## src/core/hc_regs.svh

```systemverilog
`ifndef HC_REGS_SVH
`define HC_REGS_SVH

// Register byte offsets on the APB port.
`define CAP_OFFSET 12'h008
`define CMD_OFFSET 12'h020
`define STS_OFFSET 12'h024

// Capability word fields and default contents.
`define CAP_PROG_FRAME_LIST_FLAG_BIT 1
`define CAP_ASYNC_PARK_CAPABLE_BIT 2
`define CAP_IST_LSB 4
`define CAP_ECP_LSB 8
`define CAP_ECP_RESET 8'h00
`define CAP_IST_RESET 4'h8
`define CAP_ASYNC_PARK_CAPABLE_RESET 1'b1
`define CAP_PROG_FRAME_LIST_FLAG_RESET 1'b1

// Command word fields and reset value.
`define CMD_RUN_BIT 0
`define CMD_FULL_RST_BIT 1
`define CMD_FLS_LSB 2
`define CMD_LIGHT_RST_BIT 7
`define CMD_RESET 32'h0008_0B00
`define CMD_LIGHT_CLR 32'h0000_0081

// Status word fields.
`define STS_PORT_BIT 2
`define STS_WRAP_BIT 3

// Frame index limits for each list length.
`define FIDX_MAX_1024 14'h1FFF
`define FIDX_MAX_512 14'h0FFF
`define FIDX_MAX_256 14'h07FF

// Timing: internal reset sequence length, rounded up to whole clocks.
`define CLK_PERIOD_PS 4000
`define RESET_TIME_NS 64
`define RESET_CYCLES ((`RESET_TIME_NS * 1000 + `CLK_PERIOD_PS - 1) / `CLK_PERIOD_PS)

`endif

```

## src/core/hc_pkg.sv

```systemverilog
package hc_pkg;
	typedef enum logic [1:0] {SEQ_IDLE, SEQ_BUSY, SEQ_DONE} seq_state_type;
	typedef enum logic [1:0] {LIST_1024, LIST_512, LIST_256, LIST_RSVD} list_size_type;
endpackage : hc_pkg

```

## src/core/hc_seq_if.sv

```systemverilog
interface hc_seq_if;
	logic start;
	logic busy;
	logic done;
	modport ctrl (output start, input busy, input done);
	modport seq (input start, output busy, output done);
endinterface : hc_seq_if

```

## src/core/reset_seq.sv

```systemverilog
`include "hc_regs.svh"

module reset_seq #(
	parameter int unsigned CYCLES = `RESET_CYCLES
) (
	input wire logic pclk,
	input wire logic presetn,
	input wire logic ce,
	hc_seq_if.seq link
);
	localparam int CW = $clog2(CYCLES + 1);

	hc_pkg::seq_state_type state_q;
	hc_pkg::seq_state_type state_d;
	logic [CW-1:0] cnt_q;
	logic [CW-1:0] cnt_d;

	always_comb begin
		state_d = state_q;
		cnt_d = cnt_q;
		case (state_q)
			hc_pkg::SEQ_IDLE: begin
				if (link.start) begin
					state_d = hc_pkg::SEQ_BUSY;
					cnt_d = CW'(CYCLES - 1);
				end
			end
			hc_pkg::SEQ_BUSY: begin
				if (cnt_q == '0) begin
					state_d = hc_pkg::SEQ_DONE;
				end else begin
					cnt_d = cnt_q - CW'(1);
				end
			end
			hc_pkg::SEQ_DONE: state_d = hc_pkg::SEQ_IDLE;
			default: state_d = hc_pkg::SEQ_IDLE;
		endcase
	end

	always_ff @(posedge pclk or negedge presetn) begin
		if (!presetn) begin
			state_q <= hc_pkg::SEQ_IDLE;
			cnt_q <= '0;
		end else if (ce) begin
			state_q <= state_d;
			cnt_q <= cnt_d;
		end
	end

	assign link.busy = (state_q != hc_pkg::SEQ_IDLE);
	assign link.done = (state_q == hc_pkg::SEQ_DONE);
endmodule : reset_seq

```

## src/core/sticky_flag.sv

```systemverilog
module sticky_flag #(
	parameter bit RESET_VAL = 1'b0
) (
	input wire logic pclk,
	input wire logic presetn,
	input wire logic ce,
	input wire logic set,
	input wire logic clr,
	output logic flag
);
	logic flag_q;
	logic flag_d;

	// An event in the same cycle as a clear is kept.
	assign flag_d = set | (flag_q & ~clr);

	always_ff @(posedge pclk or negedge presetn) begin
		if (!presetn) begin
			flag_q <= RESET_VAL;
		end else if (ce) begin
			flag_q <= flag_d;
		end
	end

	assign flag = flag_q;
endmodule : sticky_flag

```

## src/core/ehci_cap_cmd_status_regs.sv

```systemverilog
// Decided for this implementation: the APB register port.
`include "hc_regs.svh"

// Function
// Capability bits 15:8 give extension pointer.
// Capability bits 7:4 give isochronous threshold.
// Capability bit 2 reports park support.
// Flag zero means software uses 1024 entries.
// Flag one lets software shorten list size.
// Each command write acts on new bits.
// Light reset resets core, keeps port state.
// Light reset bit reads zero when absent.
// Full reset bit resets the controller.
// Run bit runs schedules, clear halts them.
// Software writes reserved bits with reset values.
// Status word shows pending events and state; here it holds only the wrap and port event flags.
// Status bits clear on written one only; here a core reset clears them too.
// No transaction outcome in status word.
// Frame index rollover sets status bit 3.
// Port change or resume sets status bit 2.
// Full reset bit self-clears when done.
module ehci_cap_cmd_status_regs #(
	parameter logic [7:0] EXT_CAP_PTR = `CAP_ECP_RESET,
	parameter logic [3:0] ISO_SCHED_THRESHOLD = `CAP_IST_RESET,
	parameter bit ASYNC_PARK_CAPABLE = `CAP_ASYNC_PARK_CAPABLE_RESET,
	parameter bit PROG_FRAME_LIST_FLAG = `CAP_PROG_FRAME_LIST_FLAG_RESET,
	parameter bit HAS_LIGHT_RESET = 1'b1,
	parameter int unsigned RESET_CYCLES = `RESET_CYCLES
) (
	input wire logic pclk,
	input wire logic presetn,
	input wire logic ce,
	input wire logic psel,
	input wire logic penable,
	input wire logic pwrite,
	input wire logic [11:0] paddr,
	input wire logic [31:0] pwdata,
	output logic [31:0] prdata,
	output logic pready,
	output logic pslverr,
	input wire logic uframe_tick,
	input wire logic port_change_evt,
	input wire logic resume_evt,
	output logic schedule_run,
	output logic core_reset,
	output logic port_reset,
	output logic cmd_strobe,
	output logic [1:0] frame_list_size,
	output logic [13:0] frame_index
);
	localparam int RST_CYC = RESET_CYCLES;

	logic [31:0] prdata_q;
	logic pready_q;
	logic pslverr_q;
	logic [31:0] cmd_q;
	logic [31:0] cmd_d;
	logic [13:0] fidx_q;
	logic [13:0] fidx_d;
	logic sched_q;
	logic core_rst_q;
	logic port_rst_q;
	logic strobe_q;
	logic [1:0] size_q;

	logic setup;
	logic access;
	logic hit_cap;
	logic hit_cmd;
	logic hit_sts;
	logic hit_any;
	logic wr_cmd;
	logic wr_sts;
	logic [31:0] cap_word;
	logic [31:0] cmd_read;
	logic [31:0] sts_read;
	logic [31:0] rd_word;
	logic [31:0] cmd_wr_val;
	logic [31:0] cmd_base;
	logic core_busy;
	logic run_eff;
	logic tick_run;
	logic wrap_evt;
	logic port_evt;
	logic wrap_flag;
	logic port_flag;
	logic [13:0] fidx_max;
	hc_pkg::list_size_type size_eff;

	hc_seq_if full_if ();
	hc_seq_if light_if ();

	// APB decode. Every transfer is answered in its first access cycle.
	assign setup = psel & ~penable;
	assign access = psel & penable & pready_q;
	assign hit_cap = (paddr == `CAP_OFFSET);
	assign hit_cmd = (paddr == `CMD_OFFSET);
	assign hit_sts = (paddr == `STS_OFFSET);
	assign hit_any = hit_cap | hit_cmd | hit_sts;
	assign wr_cmd = access & pwrite & hit_cmd;
	assign wr_sts = access & pwrite & hit_sts;

	// Fixed capability contents; the whole word is read-only.
	assign cap_word = {16'h0000, EXT_CAP_PTR, ISO_SCHED_THRESHOLD, 1'b0, // see R1
		ASYNC_PARK_CAPABLE, PROG_FRAME_LIST_FLAG, 1'b0}; // see R3

	assign cmd_read = {cmd_q[31:8], cmd_q[7] & HAS_LIGHT_RESET, cmd_q[6:0]};

	// Only controller events live here; per-transfer results are kept elsewhere.
	assign sts_read = {28'h0000000, wrap_flag, port_flag, 2'b00}; // see R12

	assign rd_word = hit_cap ? cap_word :
		hit_cmd ? cmd_read :
		hit_sts ? sts_read : 32'h0000_0000;

	// Read data is captured at setup, so the access cycle only has to present it.
	always_ff @(posedge pclk or negedge presetn) begin
		if (!presetn) begin
			pready_q <= 1'b0;
			pslverr_q <= 1'b0;
			prdata_q <= 32'h0000_0000;
		end else if (ce) begin
			pready_q <= setup;
			pslverr_q <= setup & ~hit_any;
			prdata_q <= (setup & ~pwrite) ? rd_word : 32'h0000_0000;
		end
	end

	// Reset sequencers. A full reset outranks a light one written alongside it.
	assign full_if.start = wr_cmd & pwdata[`CMD_FULL_RST_BIT] & ~full_if.busy;
	assign light_if.start = wr_cmd & pwdata[`CMD_LIGHT_RST_BIT] & HAS_LIGHT_RESET
		& ~pwdata[`CMD_FULL_RST_BIT] & ~full_if.busy & ~light_if.busy;
	assign core_busy = full_if.busy | light_if.busy;

	// The sequencers share the clock enable, so a freeze stretches a reset sequence
	// instead of letting it finish while the rest of the block is held.
	reset_seq #(
		.CYCLES(RESET_CYCLES)
	) u_full_seq (
		.pclk(pclk),
		.presetn(presetn),
		.ce(ce),
		.link(full_if.seq)
	);

	reset_seq #(
		.CYCLES(RESET_CYCLES)
	) u_light_seq (
		.pclk(pclk),
		.presetn(presetn),
		.ce(ce),
		.link(light_if.seq)
	);

	// Reset bits stay set while their sequence runs, so software can poll them.
	assign cmd_wr_val = {pwdata[31:8],
		(pwdata[`CMD_LIGHT_RST_BIT] & HAS_LIGHT_RESET) | light_if.busy,
		pwdata[6:2],
		pwdata[`CMD_FULL_RST_BIT] | full_if.busy,
		pwdata[`CMD_RUN_BIT]};
	assign cmd_base = wr_cmd ? cmd_wr_val : cmd_q;
	assign cmd_d = full_if.done ? `CMD_RESET : // see R17
		light_if.done ? (cmd_base & ~`CMD_LIGHT_CLR) : cmd_base;

	// Without the programmable flag the list length is pinned at 1024.
	assign size_eff = PROG_FRAME_LIST_FLAG ?
		hc_pkg::list_size_type'(cmd_q[`CMD_FLS_LSB +: 2]) : hc_pkg::LIST_1024; // see R5
	assign fidx_max = (size_eff == hc_pkg::LIST_512) ? `FIDX_MAX_512 :
		(size_eff == hc_pkg::LIST_256) ? `FIDX_MAX_256 : `FIDX_MAX_1024;

	assign run_eff = cmd_q[`CMD_RUN_BIT] & ~core_busy;
	assign tick_run = uframe_tick & run_eff;
	// A shrunk list may leave the index above the new limit; >= wraps it on the next running tick.
	assign wrap_evt = tick_run & (fidx_q >= fidx_max);
	assign fidx_d = core_busy ? 14'h0000 :
		wrap_evt ? 14'h0000 :
		tick_run ? fidx_q + 14'h0001 : fidx_q;
	assign port_evt = (port_change_evt | resume_evt) & ~core_busy;

	always_ff @(posedge pclk or negedge presetn) begin
		if (!presetn) begin
			cmd_q <= `CMD_RESET;
			fidx_q <= 14'h0000;
			sched_q <= 1'b0;
			core_rst_q <= 1'b0;
			port_rst_q <= 1'b0;
			strobe_q <= 1'b0;
			size_q <= 2'h0;
		end else if (ce) begin
			cmd_q <= cmd_d;
			fidx_q <= fidx_d;
			sched_q <= run_eff;
			core_rst_q <= core_busy;
			port_rst_q <= full_if.busy;
			strobe_q <= wr_cmd;
			size_q <= size_eff;
		end
	end

	// Status flags are cleared by a written one, or by a core reset.
	sticky_flag #(
		.RESET_VAL(1'b0)
	) u_wrap_flag (
		.pclk(pclk),
		.presetn(presetn),
		.ce(ce),
		.set(wrap_evt),
		.clr((wr_sts & pwdata[`STS_WRAP_BIT]) | core_busy),
		.flag(wrap_flag)
	);

	sticky_flag #(
		.RESET_VAL(1'b0)
	) u_port_flag (
		.pclk(pclk),
		.presetn(presetn),
		.ce(ce),
		.set(port_evt),
		.clr((wr_sts & pwdata[`STS_PORT_BIT]) | core_busy),
		.flag(port_flag)
	);

	assign prdata = prdata_q;
	assign pready = pready_q;
	assign pslverr = pslverr_q;
	assign schedule_run = sched_q;
	assign core_reset = core_rst_q;
	assign port_reset = port_rst_q;
	assign cmd_strobe = strobe_q;
	assign frame_list_size = size_q;
	assign frame_index = fidx_q;
endmodule : ehci_cap_cmd_status_regs

```

## config.mk

```make
export PLATFORM = sky130hd
export DESIGN_NAME = ehci_cap_cmd_status_regs
export DESIGN_NICKNAME = d
export VERILOG_FILES = /design/src/core/hc_pkg.sv /design/src/core/hc_seq_if.sv /design/src/core/reset_seq.sv /design/src/core/sticky_flag.sv /design/src/core/ehci_cap_cmd_status_regs.sv
export VERILOG_INCLUDE_DIRS = /design/src /design/src/core
export SDC_FILE = /design/constraint.sdc
export NUM_CORES = 1
export LEC_CHECK = 0
export BUFFER_PORTS_ARGS = -buffer_cell sky130_fd_sc_hd__buf_4
export CAP_MARGIN = 20
export CORE_MARGIN = 1
export CORE_UTILIZATION = 35
export CTS_BUF_LIST = sky130_fd_sc_hd__clkbuf_8
export DETAILED_ROUTE_END_ITERATION = 10
export PLACE_DENSITY = 0.65
export SYNTH_ARGS = -nofsm -noshare
export SYNTH_HDL_FRONTEND = slang
export SYNTH_SLANG_ARGS = --single-unit
export TNS_END_PERCENT = 30
```

## constraint.sdc

```tcl
create_clock -name pclk -period 2.4 [get_ports pclk]
set_clock_uncertainty 0.15 [all_clocks]
set_input_delay 0.48 -clock pclk [delete_from_list [all_inputs] [get_ports pclk]]
set_output_delay 0.48 -clock pclk [all_outputs]
set_load 0.02 [all_outputs]
```

# == After elaboration in Yosys (flattened, before gate mapping) ==
# Cells that the tools add are included.
# W data, S select, Z words.
# classes
n_addsub,3
n_lt_le_gt_ge,1
eq_ne,15
mux,24
bitwise_logic,41
n_reduce_logical,16
# op_table
operator,n
$mux W32,5
$mux W14,3
$mux W13,2
$eq A12 B6 Y1 const B,2
$and A1 B1 Y1,22
$mux W5,4
$pmux W5 S2,2
$add A14 B1 Y14 const B,1
$ge A14 B13 Y1,1
$eq A12 B4 Y1 const B,1
$logic_not A5 Y1,2
$or A1 B1 Y1,10
$sub A5 B1 Y5 const B,2
$not A1 Y1,9
$mux W2,4
$mux W8,1
$ne A2 B2 Y1 const B,4
$pmux W2 S2,2
$reduce_and A4 Y1,2
$reduce_bool A2 Y1,4
$eq A2 B1 Y1 const B,3
$eq A2 B2 Y1 const B,3
$reduce_and A3 Y1,2
$reduce_bool A3 Y1,2
4 further kinds,7
# word_totals
ff_bits,102
input_bits,53
out_inout_bits,54

# == Depth between registers and ports, before layout ==
# logic_depth
word_depth,10
mapped_depth,9

# == Cells and area by module ==
# A second synthesis with hierarchy kept.
# unflattened
cells_unflattened,521
hier_area_um2,5255.0
# modules_own_cells
module,n_inst,cells_per_inst,area_each_um2
ehci_cap_cmd_status_regs,1,437,4309.1
reset_seq,2,39,435.4
sticky_flag,2,3,37.5

# == Least setup slack after synthesis ==
# No wires, ideal clock.
# synth_timing
path_type,flip-flop to flip-flop
from,reg cmd_q[2]
to,reg fidx_q[9] (netlist: frame_index[9])
setup_time_ns,0.076
arrival_time_ns,2.260
t_required_ns,2.174
path_slack_ns,-0.086
stages_incl_launch_ff,10
n_path_buf,0
path_cell_list,dfrtp_1 inv_1 ha_1 inv_1 ha_1 a211oi_1 nand2_4 or3_4 or3_1 o21ai_1
# synth_between
elab_chain_cells,7
# synth_rtl
item,line_no,source
from (decl),ehci_cap_cmd_status_regs.sv:56,logic [31:0] cmd_q;
from (signal assigned),ehci_cap_cmd_status_regs.sv:182,cmd_q <= `CMD_RESET;
from (signal assigned),ehci_cap_cmd_status_regs.sv:190,cmd_q <= cmd_d;
$eq A2 B2 Y1,ehci_cap_cmd_status_regs.sv:169,(size_eff == hc_pkg::LIST_256) ? `FIDX_MAX_256 : `FIDX_MAX_1024;
$mux W13 (no source line),-,
$mux W13 (no source line) *,-,
$ge A14 B13 Y1 *,ehci_cap_cmd_status_regs.sv:174,assign wrap_evt = tick_run & (fidx_q >= fidx_max);
$and A1 B1 Y1 *,ehci_cap_cmd_status_regs.sv:174,
$reduce_bool A3 Y1 (no source line) or $mux W14 (tied branches),-,
$reduce_and A2 Y1 (no source line) or $mux W14 (tied branches),-,
to (signal assigned),ehci_cap_cmd_status_regs.sv:191,fidx_q <= fidx_d;
to (decl),ehci_cap_cmd_status_regs.sv:58,logic [13:0] fidx_q;
# Mark *: on every way between the ends. The rest lies on a longest branch, timed or not.
# A chain may end at the register's enable or synchronous reset.

# == Worst setup path after layout ==
# Ends and elaborated chain as after synthesis.

==> out/metrics.cfg <==
[hold_path]
min_delay_path_depth=2
hp-start=pwdata[16]
min_path_type=in -> reg
holdPathEnd=cmd_q[16]

[logic_synthesis]
ys_ff_latch=102
synth.area.top_cells=dfrtp_1 (53%), a22o_1 (10%), nand2_1 (2.9%), o21ai_0 (2.5%), dfstp_2 (2.3%)
synth_area_leader_cell=dfrtp_1
syn_area_um2=4616
synth_edf_count=0
syn_area_per_cell_um2=11.29
synthFlopType=dfrtp_1
syn_nets=470
ys_async_sr_fraction_pct=100.0
ys_seq_area_share_pct=55.41
netlist_instances=409
synth_top_area_share_pct=53.13
ys_warn_count=0
yosysUniqueCellTypes=64

[grt]
grt_first_pass_wirelength_mm=18.67
grt-ovfl-total=0
grt_pass1_vias=3655
antenna_found_initial=0
grt_usage_pct=17.91
grt_max_degree=55

[power_and_ir_drop]
total_power_mw=2.980
irDropWorstVdd_mv=0.2009
p_per_area_nw_per_um2=491.9
leakage_nw=2.979

[worst_setup_path]
start_kind=register
critPathMaxFanout=5
cp.required_ns=2.55
cp.buffers_inverters=2
reg2reg_from=cmd_q[2]
endpoint_kind=register
crit_family=simple AND/OR/NAND/NOR gates
reg2reg_to=frame_index[9]
slowest_delay_ns=0.42
critPathSlowestCell=or3_4
reg2reg_depth=9
path_class=reg -> reg
r2r_setup_slack_ns=0.05
critical_path.cell_chain=inv_1 > ha_1 > inv_2 > ha_4 > a211oi_4 > nand2_4 > or3_4 > or3_1 > o21ai_1
critPathLaunch=cmd_q[2]
crit_arrival_ns=2.50

[flow_run]
drv_cap=0

[clock_network]
numCtsBuffers=9
root_buffer=clkbuf_8
clock-sinks=102
cts_tree=built
htree_levels=3
worstSkewPairLatency_ns=0.38
clk_path_buf_depth=2
clk_pin_slew_ns=0.10

[timing]
finalCritPeriodShare_pct=98.05
final-max-slew-violation-count=0
whs_ns=0.1628
postLayoutSetupSlackWorst_ns=0.04675
relSlewSlack_pct=69.24
setup_viol=0
rsz0062_at_grt=true
finalCriticalPeriod_ns=2.353
finalHoldViolations=0
worstMarginPinSlew_ns=0.4572
fmaxAchievable_mhz=424.9

[final_layout]
instances_no_fill=716
drive_gt1_share_pct=34.19
final_nets=600
final_util_pct=47.62
nFillCells=1220
antenna_cells=0
syn_to_final_growth_pct=31.26

[placed_design]
post-dp-hpwl_mm=8.619
routabilityCongestion=0.8216
portBuffers=106
dp_slack_ns=-0.04416
placed_cells=696

[routing]
detail_route.wl_per_cell_um=16.76
first_pass_iters=4
vias=3766
ant_nets=0
viasPerCell=5.260
drt-total-wl_mm=12.00
drc=0
first_iter_violations=219

[floorplan]
initial_core_util_pct=36.28
core.rowCount=41
die_area_um2=13650
core_area_um2=12720
io-pin-count=107
die_x_um=116.8
die_h_um=116.8

[run_status]
status=finished, final reports clean

==> per-layer routing <==
layer  global-route usage (%)  wire length (um)  vias to the layer above
li1                         -                 -                     1789
met1                    24.48              5469                     1866
met2                    28.32              5819                       89
met3                    2.266               388                       22
met4                    8.608               319                        0
met5                        0                 0                        -
==> synthesized netlist by cell type (2+ instances only) <==
library cell	n
dfrtp_1	98
a22o_1	55
nand2_1	36
o21ai_0	23
nor2_1	22
a21oi_1	19
nand3_1	16
inv_1	11
nor3_1	10
clkbuf_1	8
ha_1	8
nor2b_1	7
buf_2	6
a21o_1	5
a31oi_1	5
a41oi_1	5
dfstp_2	4
o31ai_1	4
mux2i_1	3
nand2b_1	3
nand4b_1	3
o2bb2ai_1	3
a2111oi_2	2
buf_4	2
buf_6	2
mux2_2	2
nand3b_1	2
nand4_1	2
nor3_2	2
nor4_1	2
nor4_4	2
or2_2	2
or3_1	2
or3b_1	2
or4_1	2
==> cell families after synthesis <==
logic type / synth area share, %
adder cells (fa/ha/maj): 2.169
multiplexers: 1.139
buffers and inverters: 3.171
flip-flops: 55.41
AO/OA/AOI/OAI: 21.71
AND/OR/NAND/NOR: 16.40
==> metrics by stage <==
step | instance area (um^2) | TNS (ns)
3_3_place_gp | 5787 | 0
6_report | 6058 | 0
4_1_cts | 5996 | 0
2_1_floorplan | 4621 | 0
5_1_grt | 6058 | -0.03055
3_5_place_dp | 5787 | -0.04416
==> power by group <==
group | leakage [nW] | switching (mW) | internal, mW
combinational | 1.49 | 0.103 | 0.0865
clock | 0.0951 | 0.650 | 0.396
sequential | 1.39 | 0.00915 | 1.74
==> state kept, by name, indices dropped and copies added (netlist names) <==
| name | count |
|---|---|
| port_reset | 1 |
| u_full_seq.cnt_q | 5 |
| cmd_strobe | 1 |
| prdata | 32 |
| core_reset | 1 |
| cmd_q | 32 |
| u_light_seq.cnt_q | 5 |
| u_full_seq.state_q | 2 |
| schedule_run | 1 |
| pslverr | 1 |
| frame_list_size | 2 |
| pready | 1 |
| u_wrap_flag.flag | 1 |
| frame_index | 14 |
| u_port_flag.flag | 1 |
| u_light_seq.state_q | 2 |
==> how the worst max path moves through the flow <==
| stage | end | slack [ns] | cells after the start |
|---|---|---|---|
| final | frame_index[9] | 0.05 | 9 |
| after global routing | frame_index[9] | -0.01 | 9 |
| after CTS | frame_index[9] | 0.002 | 8 |
| after detailed placement | frame_index[9] | -0.04 | 8 |
| after global placement | frame_index[9] | 0.04 | 9 |
| after floorplan | frame_index[9] | 0.03 | 9 |
==> cell usage in the layout (no fill, tap or decap), types with 9 or more instances in the layout <==
master / netlist / routed
inv_1: 11 / 11
nor2_1: 22 / 21
dfrtp_1: 98 / 98
buf_4: 2 / 133
clkbuf_8: 0 / 9
nand3_1: 16 / 16
o21ai_0: 23 / 22
a21oi_1: 19 / 19
nor3_1: 10 / 9
nand2_1: 36 / 36
a22o_1: 55 / 55
==> final cells by class <==
| cell class | instances | area [um^2] | area share, % |
|---|---|---|---|
| flip-flops and latches | 102 | 2557 | 42.21 |
| multi-input cells | 276 | 1977 | 32.63 |
| repair buffers | 138 | 1080 | 17.82 |
| well taps | 172 | 215.2 | 3.552 |
| clock buffers | 9 | 123.9 | 2.045 |
| clock inverters | 7 | 60.06 | 0.9913 |
| inverters | 12 | 45.04 | 0.7435 |
==> timing repair <==
action | in CTS | in global routing
hold endpoints to repair | 16 | 0
cloned | 0 | 0
pin swaps | 1 | 8
setup endpoints to repair | 6 | 14
hold buffers | 1 | 0
resized for setup | 1 | 10
buffers inserted | 1 | 2
Note: power is estimated with default switching activity, not from simulation.
